==> src/shared/asr_pkg.sv <==
// Constants, field layouts and carriers for the sequence/result control block
package asr_pkg;
	localparam int unsigned ADDR_W = 8;
	localparam int unsigned DATA_W = 32;
	localparam int unsigned RES_W = 10;
	localparam int unsigned SLOT_W = 4;
	localparam int unsigned N_RES = 16;
	localparam int unsigned LEN_W = 5;
	localparam int unsigned INT_W = 2;

	// Register indices; byte address is four times the index
	localparam int unsigned SEQ_CTRL_IDX = 3;
	localparam int unsigned START_IDX = 5;
	localparam int unsigned STATUS_IDX = 6;
	localparam int unsigned CCF_IDX = 7;
	localparam int unsigned INT_STAT_IDX = 8;
	localparam int unsigned INT_MASK_IDX = 9;
	localparam logic [ADDR_W-1:0] ADDR_SEQ_CTRL = ADDR_W'(4 * SEQ_CTRL_IDX);
	localparam logic [ADDR_W-1:0] ADDR_START = ADDR_W'(4 * START_IDX);
	localparam logic [ADDR_W-1:0] ADDR_STATUS = ADDR_W'(4 * STATUS_IDX);
	localparam logic [ADDR_W-1:0] ADDR_CCF = ADDR_W'(4 * CCF_IDX);
	localparam logic [ADDR_W-1:0] ADDR_INT_STAT = ADDR_W'(4 * INT_STAT_IDX);
	localparam logic [ADDR_W-1:0] ADDR_INT_MASK = ADDR_W'(4 * INT_MASK_IDX);
	// Result window: 16 words from 0x40
	localparam logic [1:0] RES_WIN_TAG = 2'h1;
	localparam int unsigned RES_WIN_MSB = 7;
	localparam int unsigned RES_WIN_LSB = 6;
	localparam int unsigned RES_IDX_MSB = 5;
	localparam int unsigned RES_IDX_LSB = 2;

	localparam logic [7:0] SEQ_CTRL_RST = 8'h20;
	localparam logic [3:0] LEN_CODE_MAX = 4'hf;
	localparam logic [LEN_W-1:0] LEN_FULL = 5'h10;
	localparam int unsigned START_SCAN_BIT = 0;
	localparam int unsigned STAT_BUSY_BIT = 4;
	localparam int unsigned STAT_FROZEN_BIT = 5;
	localparam int unsigned INT_SEQ_DONE = 0;
	localparam int unsigned INT_ABORT = 1;

	typedef enum logic [1:0] {
		FRZ_RUN = 2'h0,
		FRZ_RSVD = 2'h1,
		FRZ_FINISH = 2'h2,
		FRZ_NOW = 2'h3
	} asr_frz_e;

	typedef struct packed {
		logic rsvd;
		logic [3:0] len;
		logic fifo;
		logic [1:0] frz;
	} asr_seq_ctrl_s;

	typedef struct packed {
		logic [SLOT_W-1:0] slot;
		logic [RES_W-1:0] data;
	} asr_result_s;
endpackage

==> src/core/asr_result_mem.sv <==
// Result register file: one write port, registered read port
`timescale 1ns/100ps
module asr_result_mem
	import asr_pkg::*;
(
	input wire logic pclk,
	input wire logic presetn,
	input wire logic wr_en,
	input wire asr_result_s wr_res,
	input wire logic rd_en,
	input wire logic [SLOT_W-1:0] rd_slot,
	output logic [RES_W-1:0] rd_data_q
);
	logic [RES_W-1:0] mem_q [N_RES];

	always_ff @(posedge pclk or negedge presetn) begin
		if (!presetn) begin
			for (int i = 0; i < N_RES; i++) begin
				mem_q[i] <= '0;
			end
		end else if (wr_en) begin
			mem_q[wr_res.slot] <= wr_res.data;
		end
	end

	always_ff @(posedge pclk or negedge presetn) begin
		if (!presetn) begin
			rd_data_q <= '0;
		end else if (rd_en) begin
			rd_data_q <= mem_q[rd_slot];
		end
	end
endmodule

==> src/core/asr_seq_ctrl.sv <==
// Conversion sequence and result placement control with APB registers
//
// What this block does
// RULE1: Control write aborts sequence, never starts one
// RULE2: Length code 1-15 direct, zero means 16
// RULE3: Length field resets to four conversions
// RULE4: Non-FIFO: result lands at sequence position
// RULE5: FIFO: counter kept across sequences, consecutive slots
// RULE6: FIFO scanning wraps past last result slot
// RULE7: Status shows current result slot counter
// RULE8: Abort or start clears slot counter always
// RULE9: Per-slot conversion complete flag kept
// RULE10: Software should pair FIFO with scan/trigger
// RULE11: Two-bit freeze field in bits 1:0
// RULE12: Freeze codes: run, reserved, finish-halt, halt
// RULE13: Bit 7 reserved, reads zero
//
// Implementation choice: the APB interface to the registers.
`timescale 1ns/100ps
module asr_seq_ctrl
	import asr_pkg::*;
(
	input wire logic pclk,
	input wire logic presetn,
	input wire logic psel,
	input wire logic penable,
	input wire logic pwrite,
	input wire logic [ADDR_W-1:0] paddr,
	input wire logic [DATA_W-1:0] pwdata,
	output logic [DATA_W-1:0] prdata,
	output logic pready,
	output logic pslverr,
	input wire logic dbg_freeze,
	input wire logic conv_done,
	input wire logic [RES_W-1:0] conv_data,
	output logic conv_start_q,
	output logic conv_abort_q,
	output logic conv_pause,
	output logic irq
);
	typedef enum logic [1:0] {
		ST_IDLE,
		ST_LAUNCH,
		ST_WAIT
	} asr_state_e;

	function automatic logic [LEN_W-1:0] seq_len(input logic [3:0] code);
		seq_len = (code == '0) ? LEN_FULL : {1'b0, code};
	endfunction

	function automatic logic [N_RES-1:0] w1c(
		input logic [N_RES-1:0] cur,
		input logic [N_RES-1:0] clr,
		input logic [N_RES-1:0] set
	);
		w1c = (cur & ~clr) | set;
	endfunction

	function automatic logic [INT_W-1:0] w1c_int(
		input logic [INT_W-1:0] cur,
		input logic [INT_W-1:0] clr,
		input logic [INT_W-1:0] set
	);
		w1c_int = (cur & ~clr) | set;
	endfunction

	// Control image with the reserved bit forced low
	function automatic asr_seq_ctrl_s ctrl_clean(input logic [DATA_W-1:0] d);
		ctrl_clean = asr_seq_ctrl_s'(d[$bits(asr_seq_ctrl_s)-1:0]);
		ctrl_clean.rsvd = 1'b0;
	endfunction

	asr_state_e state_q;
	asr_seq_ctrl_s seq_ctrl_q;
	logic scan_q;
	logic [SLOT_W-1:0] slot_q;
	logic [LEN_W-1:0] pos_q;
	logic [N_RES-1:0] ccf_q;
	logic [INT_W-1:0] int_stat_q;
	logic [INT_W-1:0] int_mask_q;
	logic [DATA_W-1:0] rdata_q;
	logic res_rd_q;
	logic hit_q;
	logic [RES_W-1:0] mem_rdata;

	logic setup;
	logic access_wr;
	logic wr_seq_ctrl;
	logic wr_start;
	logic res_win;
	logic hit;
	logic frz_block;
	logic store;
	logic last_conv;
	logic seq_done;
	logic busy;
	logic frozen;
	logic wr_ccf;
	logic wr_int_stat;
	logic wr_int_mask;
	logic [N_RES-1:0] ccf_set;
	logic [INT_W-1:0] int_set;
	asr_result_s wr_res;
	asr_frz_e frz;

	// Bus phase and register write decode
	assign setup = psel && !penable;
	assign access_wr = psel && penable && pwrite;
	assign wr_seq_ctrl = access_wr && (paddr == ADDR_SEQ_CTRL);
	assign wr_start = access_wr && (paddr == ADDR_START);
	assign wr_ccf = access_wr && (paddr == ADDR_CCF);
	assign wr_int_stat = access_wr && (paddr == ADDR_INT_STAT);
	assign wr_int_mask = access_wr && (paddr == ADDR_INT_MASK);
	assign res_win = (paddr[RES_WIN_MSB:RES_WIN_LSB] == RES_WIN_TAG);
	assign frz = asr_frz_e'(seq_ctrl_q.frz);

	// Mapped addresses; anything else answers with an error
	always_comb begin
		case (paddr)
			ADDR_SEQ_CTRL,
			ADDR_START,
			ADDR_STATUS,
			ADDR_CCF,
			ADDR_INT_STAT,
			ADDR_INT_MASK: hit = 1'b1;
			default: hit = res_win;
		endcase
	end

	// Freeze decode; reserved code behaves as run
	always_comb begin
		case (frz)
			FRZ_FINISH: frz_block = dbg_freeze; // [RULE11] [RULE12]
			FRZ_NOW: frz_block = dbg_freeze; // [RULE12]
			default: frz_block = 1'b0; // [RULE12]
		endcase
	end

	// Immediate freeze pauses a conversion in flight
	assign conv_pause = dbg_freeze && (frz == FRZ_NOW) && (state_q == ST_WAIT); // [RULE12]

	// A control or start write in the same cycle wins: that result is dropped
	assign store = (state_q == ST_WAIT) && conv_done && !conv_pause && !wr_seq_ctrl && !wr_start;
	assign last_conv = (pos_q == seq_len(seq_ctrl_q.len) - LEN_W'(1)); // [RULE2]
	assign seq_done = store && last_conv;

	// Busy from the start write until the last result is stored (never in scan mode) or a control register write
	assign busy = (state_q != ST_IDLE);
	assign frozen = frz_block && busy;

	assign wr_res.slot = slot_q;
	assign wr_res.data = conv_data;

	// Sequencer
	always_ff @(posedge pclk or negedge presetn) begin
		if (!presetn) begin
			state_q <= ST_IDLE;
			conv_start_q <= 1'b0;
		end else begin
			conv_start_q <= 1'b0;
			if (wr_start) begin
				state_q <= ST_LAUNCH;
			end else if (wr_seq_ctrl) begin
				state_q <= ST_IDLE; // [RULE1]
			end else begin
				case (state_q)
					ST_IDLE: begin
						state_q <= ST_IDLE;
					end
					ST_LAUNCH: begin
						if (!frz_block) begin
							conv_start_q <= 1'b1;
							state_q <= ST_WAIT;
						end
					end
					ST_WAIT: begin
						if (store) begin
							if (last_conv && !scan_q) begin
								state_q <= ST_IDLE;
							end else begin
								state_q <= ST_LAUNCH;
							end
						end
					end
					default: begin
						state_q <= ST_IDLE;
					end
				endcase
			end
		end
	end

	// Abort strobe to the analog side
	always_ff @(posedge pclk or negedge presetn) begin
		if (!presetn) begin
			conv_abort_q <= 1'b0;
		end else begin
			conv_abort_q <= (wr_seq_ctrl || wr_start) && busy; // [RULE1]
		end
	end

	// Position within the current sequence
	always_ff @(posedge pclk or negedge presetn) begin
		if (!presetn) begin
			pos_q <= '0;
		end else if (wr_seq_ctrl || wr_start) begin
			pos_q <= '0;
		end else if (store) begin
			pos_q <= last_conv ? '0 : pos_q + LEN_W'(1);
		end
	end

	// Result slot counter
	always_ff @(posedge pclk or negedge presetn) begin
		if (!presetn) begin
			slot_q <= '0;
		end else if (wr_seq_ctrl || wr_start) begin
			slot_q <= '0; // [RULE8]
		end else if (seq_done && !seq_ctrl_q.fifo) begin
			slot_q <= '0; // [RULE4]
		end else if (store) begin
			// Four-bit counter wraps from 15 to 0
			slot_q <= slot_q + SLOT_W'(1); // [RULE4] [RULE5] [RULE6]
		end
	end

	// Sequence control register
	always_ff @(posedge pclk or negedge presetn) begin
		if (!presetn) begin
			seq_ctrl_q <= asr_seq_ctrl_s'(SEQ_CTRL_RST); // [RULE3]
		end else if (wr_seq_ctrl) begin
			seq_ctrl_q <= ctrl_clean(pwdata); // [RULE13]
		end
	end

	// Scan mode latched by the start write
	always_ff @(posedge pclk or negedge presetn) begin
		if (!presetn) begin
			scan_q <= 1'b0;
		end else if (wr_start) begin
			scan_q <= pwdata[START_SCAN_BIT];
		end
	end

	// Conversion complete flags, set wins over clear
	always_comb begin
		ccf_set = '0;
		if (store) begin
			ccf_set[slot_q] = 1'b1;
		end
	end

	always_ff @(posedge pclk or negedge presetn) begin
		if (!presetn) begin
			ccf_q <= '0;
		end else if (wr_ccf) begin
			ccf_q <= w1c(ccf_q, pwdata[N_RES-1:0], ccf_set); // [RULE9]
		end else begin
			ccf_q <= ccf_q | ccf_set; // [RULE9]
		end
	end

	// Interrupt status and mask
	always_comb begin
		int_set = '0;
		int_set[INT_SEQ_DONE] = seq_done;
		int_set[INT_ABORT] = conv_abort_q;
	end

	always_ff @(posedge pclk or negedge presetn) begin
		if (!presetn) begin
			int_stat_q <= '0;
		end else if (wr_int_stat) begin
			// Set wins over clear so an event in the clear cycle is kept
			int_stat_q <= w1c_int(int_stat_q, pwdata[INT_W-1:0], int_set);
		end else begin
			int_stat_q <= int_stat_q | int_set;
		end
	end

	always_ff @(posedge pclk or negedge presetn) begin
		if (!presetn) begin
			int_mask_q <= '0;
		end else if (wr_int_mask) begin
			int_mask_q <= pwdata[INT_W-1:0];
		end
	end

	assign irq = |(int_stat_q & int_mask_q);

	asr_result_mem u_mem (
		.pclk(pclk),
		.presetn(presetn),
		.wr_en(store),
		.wr_res(wr_res),
		.rd_en(setup && res_win),
		.rd_slot(paddr[RES_IDX_MSB:RES_IDX_LSB]),
		.rd_data_q(mem_rdata)
	);

	// Read data captured in the setup cycle
	always_ff @(posedge pclk or negedge presetn) begin
		if (!presetn) begin
			rdata_q <= '0;
			res_rd_q <= 1'b0;
			hit_q <= 1'b0;
		end else if (setup) begin
			res_rd_q <= res_win;
			hit_q <= hit;
			rdata_q <= '0;
			case (paddr)
				ADDR_SEQ_CTRL: begin
					rdata_q[$bits(asr_seq_ctrl_s)-1:0] <= ctrl_clean(DATA_W'(seq_ctrl_q)); // [RULE13]
				end
				ADDR_START: begin
					rdata_q[START_SCAN_BIT] <= scan_q;
				end
				ADDR_STATUS: begin
					rdata_q[SLOT_W-1:0] <= slot_q; // [RULE7]
					rdata_q[STAT_BUSY_BIT] <= busy;
					rdata_q[STAT_FROZEN_BIT] <= frozen;
				end
				ADDR_CCF: begin
					rdata_q[N_RES-1:0] <= ccf_q; // [RULE9]
				end
				ADDR_INT_STAT: begin
					rdata_q[INT_W-1:0] <= int_stat_q;
				end
				ADDR_INT_MASK: begin
					rdata_q[INT_W-1:0] <= int_mask_q;
				end
				default: begin
					rdata_q <= '0;
				end
			endcase
		end
	end

	assign prdata = res_rd_q ? DATA_W'(mem_rdata) : rdata_q;
	assign pready = 1'b1;
	// Error decode taken at setup so it stands through the access phase
	assign pslverr = psel && penable && !hit_q;
endmodule

==> config.mk <==
export PLATFORM = sky130hd
export DESIGN_NAME = asr_seq_ctrl
export DESIGN_NICKNAME = d
export VERILOG_FILES = /design/src/shared/asr_pkg.sv /design/src/core/asr_result_mem.sv /design/src/core/asr_seq_ctrl.sv
export SDC_FILE = /design/constraint.sdc
export NUM_CORES = 1
export LEC_CHECK = 0
export BUFFER_PORTS_ARGS = -buffer_cell sky130_fd_sc_hd__buf_2
export CORE_ASPECT_RATIO = 1.4
export CORE_UTILIZATION = 50
export CTS_BUF_LIST = sky130_fd_sc_hd__clkbuf_8
export DETAILED_ROUTE_END_ITERATION = 8
export PLACE_DENSITY = 0.72
export SLEW_MARGIN = 15
export SYNTH_ARGS = -nofsm -noshare
export SYNTH_HDL_FRONTEND = slang
export SYNTH_HIERARCHICAL = 1
export SYNTH_SLANG_ARGS = --single-unit
==> constraint.sdc <==
create_clock -name pclk -period 3.3 [get_ports pclk]
set_clock_uncertainty 0.05 [all_clocks]
set_input_delay 0.495 -clock pclk [delete_from_list [all_inputs] [get_ports pclk]]
set_output_delay 0.495 -clock pclk [all_outputs]
set_load 0.005 [all_outputs]
==> key figures <==
CTS
  – CTS tree: done
  – Post-CTS Setup Inserts: 0
  – Root Buffer: clkbuf_8
  – Clock transition at path regs: approximately 0.060 ns
  – Clk sinks: ~230
  – Total CTS buffers: 37
  – Post-CTS Resized: 0
  – Worst-case clock buffer depth: 3
  – Hold_buf cts: 1
  – H-Tree Level Count: 2
  – Clock latency on the worst-skew pair: 0.54 ns

Global route
  – First-pass GRT wire length: 40.7 mm
  – Aggregate global-route resource usage: 24.0%
  – Met2 usage: a little over 40%
  – Largest net degree at the start of global routing: between 80 and 90
  – GR Util met1: 30.6%
  – Vias in the first global route: 7047
  – Global-route layer with the greatest usage: met2
  – GRT overflow: 0
  – GR Util met3: under 10%
  – Initial antenna violation count: 0

Setup path
  – CP peak stage delay: between 0.6 and 0.7 ns
  – Worst-path cell with the longest stage delay: or3_1
  – Arrival @ worst endpoint: between 3 and 4 ns
  – Crit-path cells: nor2b_1 -> nand3_1 -> nor2_2 -> nand2b_4 -> or3_1 -> mux2_1
  – Critical Path Sink Type: flip-flop
  – WS Path Type: reg2reg
  – Startpoint types: flip-flop
  – Worst-path maximum fanout: 10
  – Worst EP required: 3.67 ns

Worst hold path
  – Worst Hold Class: in2reg

Cells and area
  – Multi-input logic area: 4960 µm²
  – Area Growth Syn to Fin: 13.1%
  – Layout cells sized above 1: roughly 44%
  – Nets: between 900 and 1000
  – Fill count: around 1700
  – Register area: approximately 5700 µm²
  – Ant. Diodes: 0

Timing
  – Tightest Pin Transition: just under 0.8 ns
  – Hold WS: between 0.15 and 0.2 ns
  – Crit path time final: about 2.7 ns
  – Final Hold Viols: 0
  – Final Max Tran Viols: 0
  – Final setup viols: 0
  – Fmax: between 300 and 400 MHz
  – Max_slew headroom: 47.1%
  – RSZ-0062 raised after global routing: no
  – Fin crit share: between 80 and 90%
  – Setup TNS: 0 ns

Logic synthesis
  – Main synth FF type: dfrtp_1
  – Mapped Cells: slightly below 800
  – Ys async rst share: between 90% and 100%
  – Sequential element share of the synthesized area: a little over half
  – Mapped Area: 11000 µm²
  – Distinct cells, synth: between 50 and 60
  – Ys Warns: 6
  – Mean post-synth cell area: around 14 µm²
  – Number of flops mapped to enable cells by yosys: 0
  – Yosys reg bits: 229

Power
  – PnR Total Power: around 6 mW
  – Power Density: ~470 nW/µm²
  – Leak: about 6.0 nW
  – Max IR drop VDD: approximately 0.00035 V

Floorplan
  – Die X-Extent: 127 µm
  – Site Rows: 63
  – Die ar.: roughly 23000 µm²
  – I/O pins: 95
  – Initial Util: 51.5%
  – Die height: 177 µm
  – Core footprint: ~21000 µm²

Route
  – Number of antenna-violating nets in the routed design: 0
  – Initial DRC count: 405
  – Drc violations: 0
  – Detailed Routing Iterations Pass 1: 4
  – Vias per cell: 5.82
  – DR WL/cell: 21.6 µm
  – Drt total wl: 26.0 mm
  – Via count: between 7000 and 8000

Placed design
  – GPL Wtd Cong: roughly 0.88
  – IO Port Bufs: 61
  – DP Wirelength: ~17 mm

Status
  – Status: complete, no violations

Flow run
  – Max Cap Violations: 0
-- metrics by stage --
| step | setup slack, ns | instance area [µm²] | std cells | util [%] |
|---|---|---|---|---|
| 6_report | 0.591 | 12400 | 1205 | 58.2 |
| 5_1_grt | 0.462 | 12400 | 1205 | 58.2 |
| 4_1_cts | 0.594 | 12400 | 1205 | 58.2 |
| 3_5_place_dp | 0.470 | 11700 | 1139 | 54.7 |
| 3_3_place_gp | 0.539 | 11700 | 1139 | 54.7 |
| 2_1_floorplan | 0.689 | 11100 | 807 | - |
-- cell usage in the layout (no fill, tap or decap), types with 4 or more instances in the layout --
| cell type | n |
|---|---|
| nand2_1 | 52 |
| nand3_1 | 9 |
| nor2_1 | 20 |
| mux2i_1 | 12 |
| mux4_2 | 40 |
| buf_4 | 36 |
| clkbuf_8 | 48 |
| a221oi_1 | 11 |
| o22ai_1 | 10 |
| nor3_4 | 6 |
| o21ai_1 | 4 |
| nor2_2 | 7 |
| dfrtp_1 | 228 |
| buf_2 | 60 |
| a21oi_1 | 6 |
| xor2_1 | 4 |
| xnor2_1 | 7 |
| conb_1 | 17 |
| nor2b_1 | 9 |
| o21ai_0 | 21 |
| ha_1 | 7 |
| mux2_4 | 10 |
| a22o_1 | 28 |
| mux2_2 | 172 |
| inv_1 | 21 |
| nor3_1 | 5 |
| or2_2 | 4 |
-- registers in the layout (all words and copies together) (netlist names) --
signal and count:
ccf_q 16, u_mem/mem_q 160, rdata_q 16, state_q 2, frz 2, slot_q 4
conv_start_q 1, scan_q 1, pos_q 5, seq_ctrl_q 5, int_stat_q 2, hit_q 1
u_mem/rd_data_q 10, conv_abort_q 1, res_rd_q 1, int_mask_q 2
-- worst paths after layout --
path,start,cells after the start,slack [ns],end
worst min register to register,rdata_q[6]$_DFFE_PN0P_,2,0.43,rdata_q[6]$_DFFE_PN0P_
worst min-delay path,pwdata[3],3,0.16,seq_ctrl_q[3]$_DFFE_PN0P_
min in group asynchronous,presetn,2,0.47,pos_q[4]$_DFFE_PN0P_
max in group asynchronous,presetn,3,1.87,u_mem/mem_q[155]$_DFFE_PN0P_
worst max register to register,state_q[1]$_DFFE_PN0P_,6,0.59,u_mem/mem_q[118]$_DFFE_PN0P_
worst max-delay path,state_q[1]$_DFFE_PN0P_,6,0.59,u_mem/mem_q[118]$_DFFE_PN0P_
-- cell usage after synthesis (5+ instances only) --
| library cell | number | area share (%) |
|---|---|---|
| xnor2_1 | 7 | 0.56 |
| nor2_1 | 20 | 0.68 |
| buf_4 | 22 | 1.5 |
| mux2i_1 | 12 | 1.1 |
| o22ai_1 | 10 | 0.57 |
| o21ai_0 | 21 | 0.96 |
| nor3_4 | 6 | 0.89 |
| nor2_2 | 7 | 0.40 |
| buf_2 | 7 | 0.32 |
| a22o_1 | 28 | 2.2 |
| nand3_1 | 9 | 0.41 |
| nor2b_1 | 9 | 0.51 |
| mux2_4 | 10 | 1.4 |
| a21oi_1 | 6 | 0.27 |
| ha_1 | 7 | 0.80 |
| mux4_2 | 40 | 8.2 |
| buf_1 | 5 | 0.17 |
| a221oi_1 | 11 | 0.88 |
| clkbuf_1 | 20 | 0.68 |
| inv_1 | 7 | 0.24 |
| nor3_1 | 5 | 0.23 |
| nand2_1 | 52 | 1.8 |
| mux2_2 | 172 | 18 |
| dfrtp_1 | 228 | 52 |
-- metal layers --
metal,up-vias,wire [µm]
li1,3086,-
met1,3651,10700
met2,213,13200
met3,64,1110
met4,0,1010
met5,-,0
-- layout make-up --
| type | instances | share of cell area, % |
|---|---|---|
| repair buffers | 99 | 4.95 |
| well taps | 292 | 2.94 |
| multi-input cells | 513 | 39.9 |
| flip-flops and latches | 229 | 46.1 |
| inverters | 7 | 0.211 |
| clock inverters | 17 | 0.623 |
| clock buffers | 48 | 5.31 |
-- logic make-up (layout without fill, tap and decap cells) --
kind of cell             after synthesis  after routing  synth area share, %
buffers and inverters                 65            171                 3.29
AND/OR/NAND/NOR                      147            147                 8.06
other                                  2             17               0.0683
flip-flops                           229            229                 52.1
XOR/XNOR                              11             11                0.876
AO/OA/AOI/OAI                         96             96                 6.43
adder cells (fa/ha/maj)                7              7                0.796
multiplexers                         235            235                 28.4
-- worst max-delay path, delay by kind of cell (launching register included) --
kind,cells,cell delay (ns)
multiplexers,1,0.41
flip-flops,1,0.40
AND/OR/NAND/NOR,5,1.72
-- power by group --
| group | internal [mW] | total (mW) | switching [mW] |
|---|---|---|---|
| registers | 2.89 | 2.98 | 0.0959 |
| clock network | 1.31 | 2.43 | 1.12 |
| logic | 0.203 | 0.479 | 0.276 |
| total | 4.40 | 5.89 | 1.49 |
(Power assumes the default switching activity.)
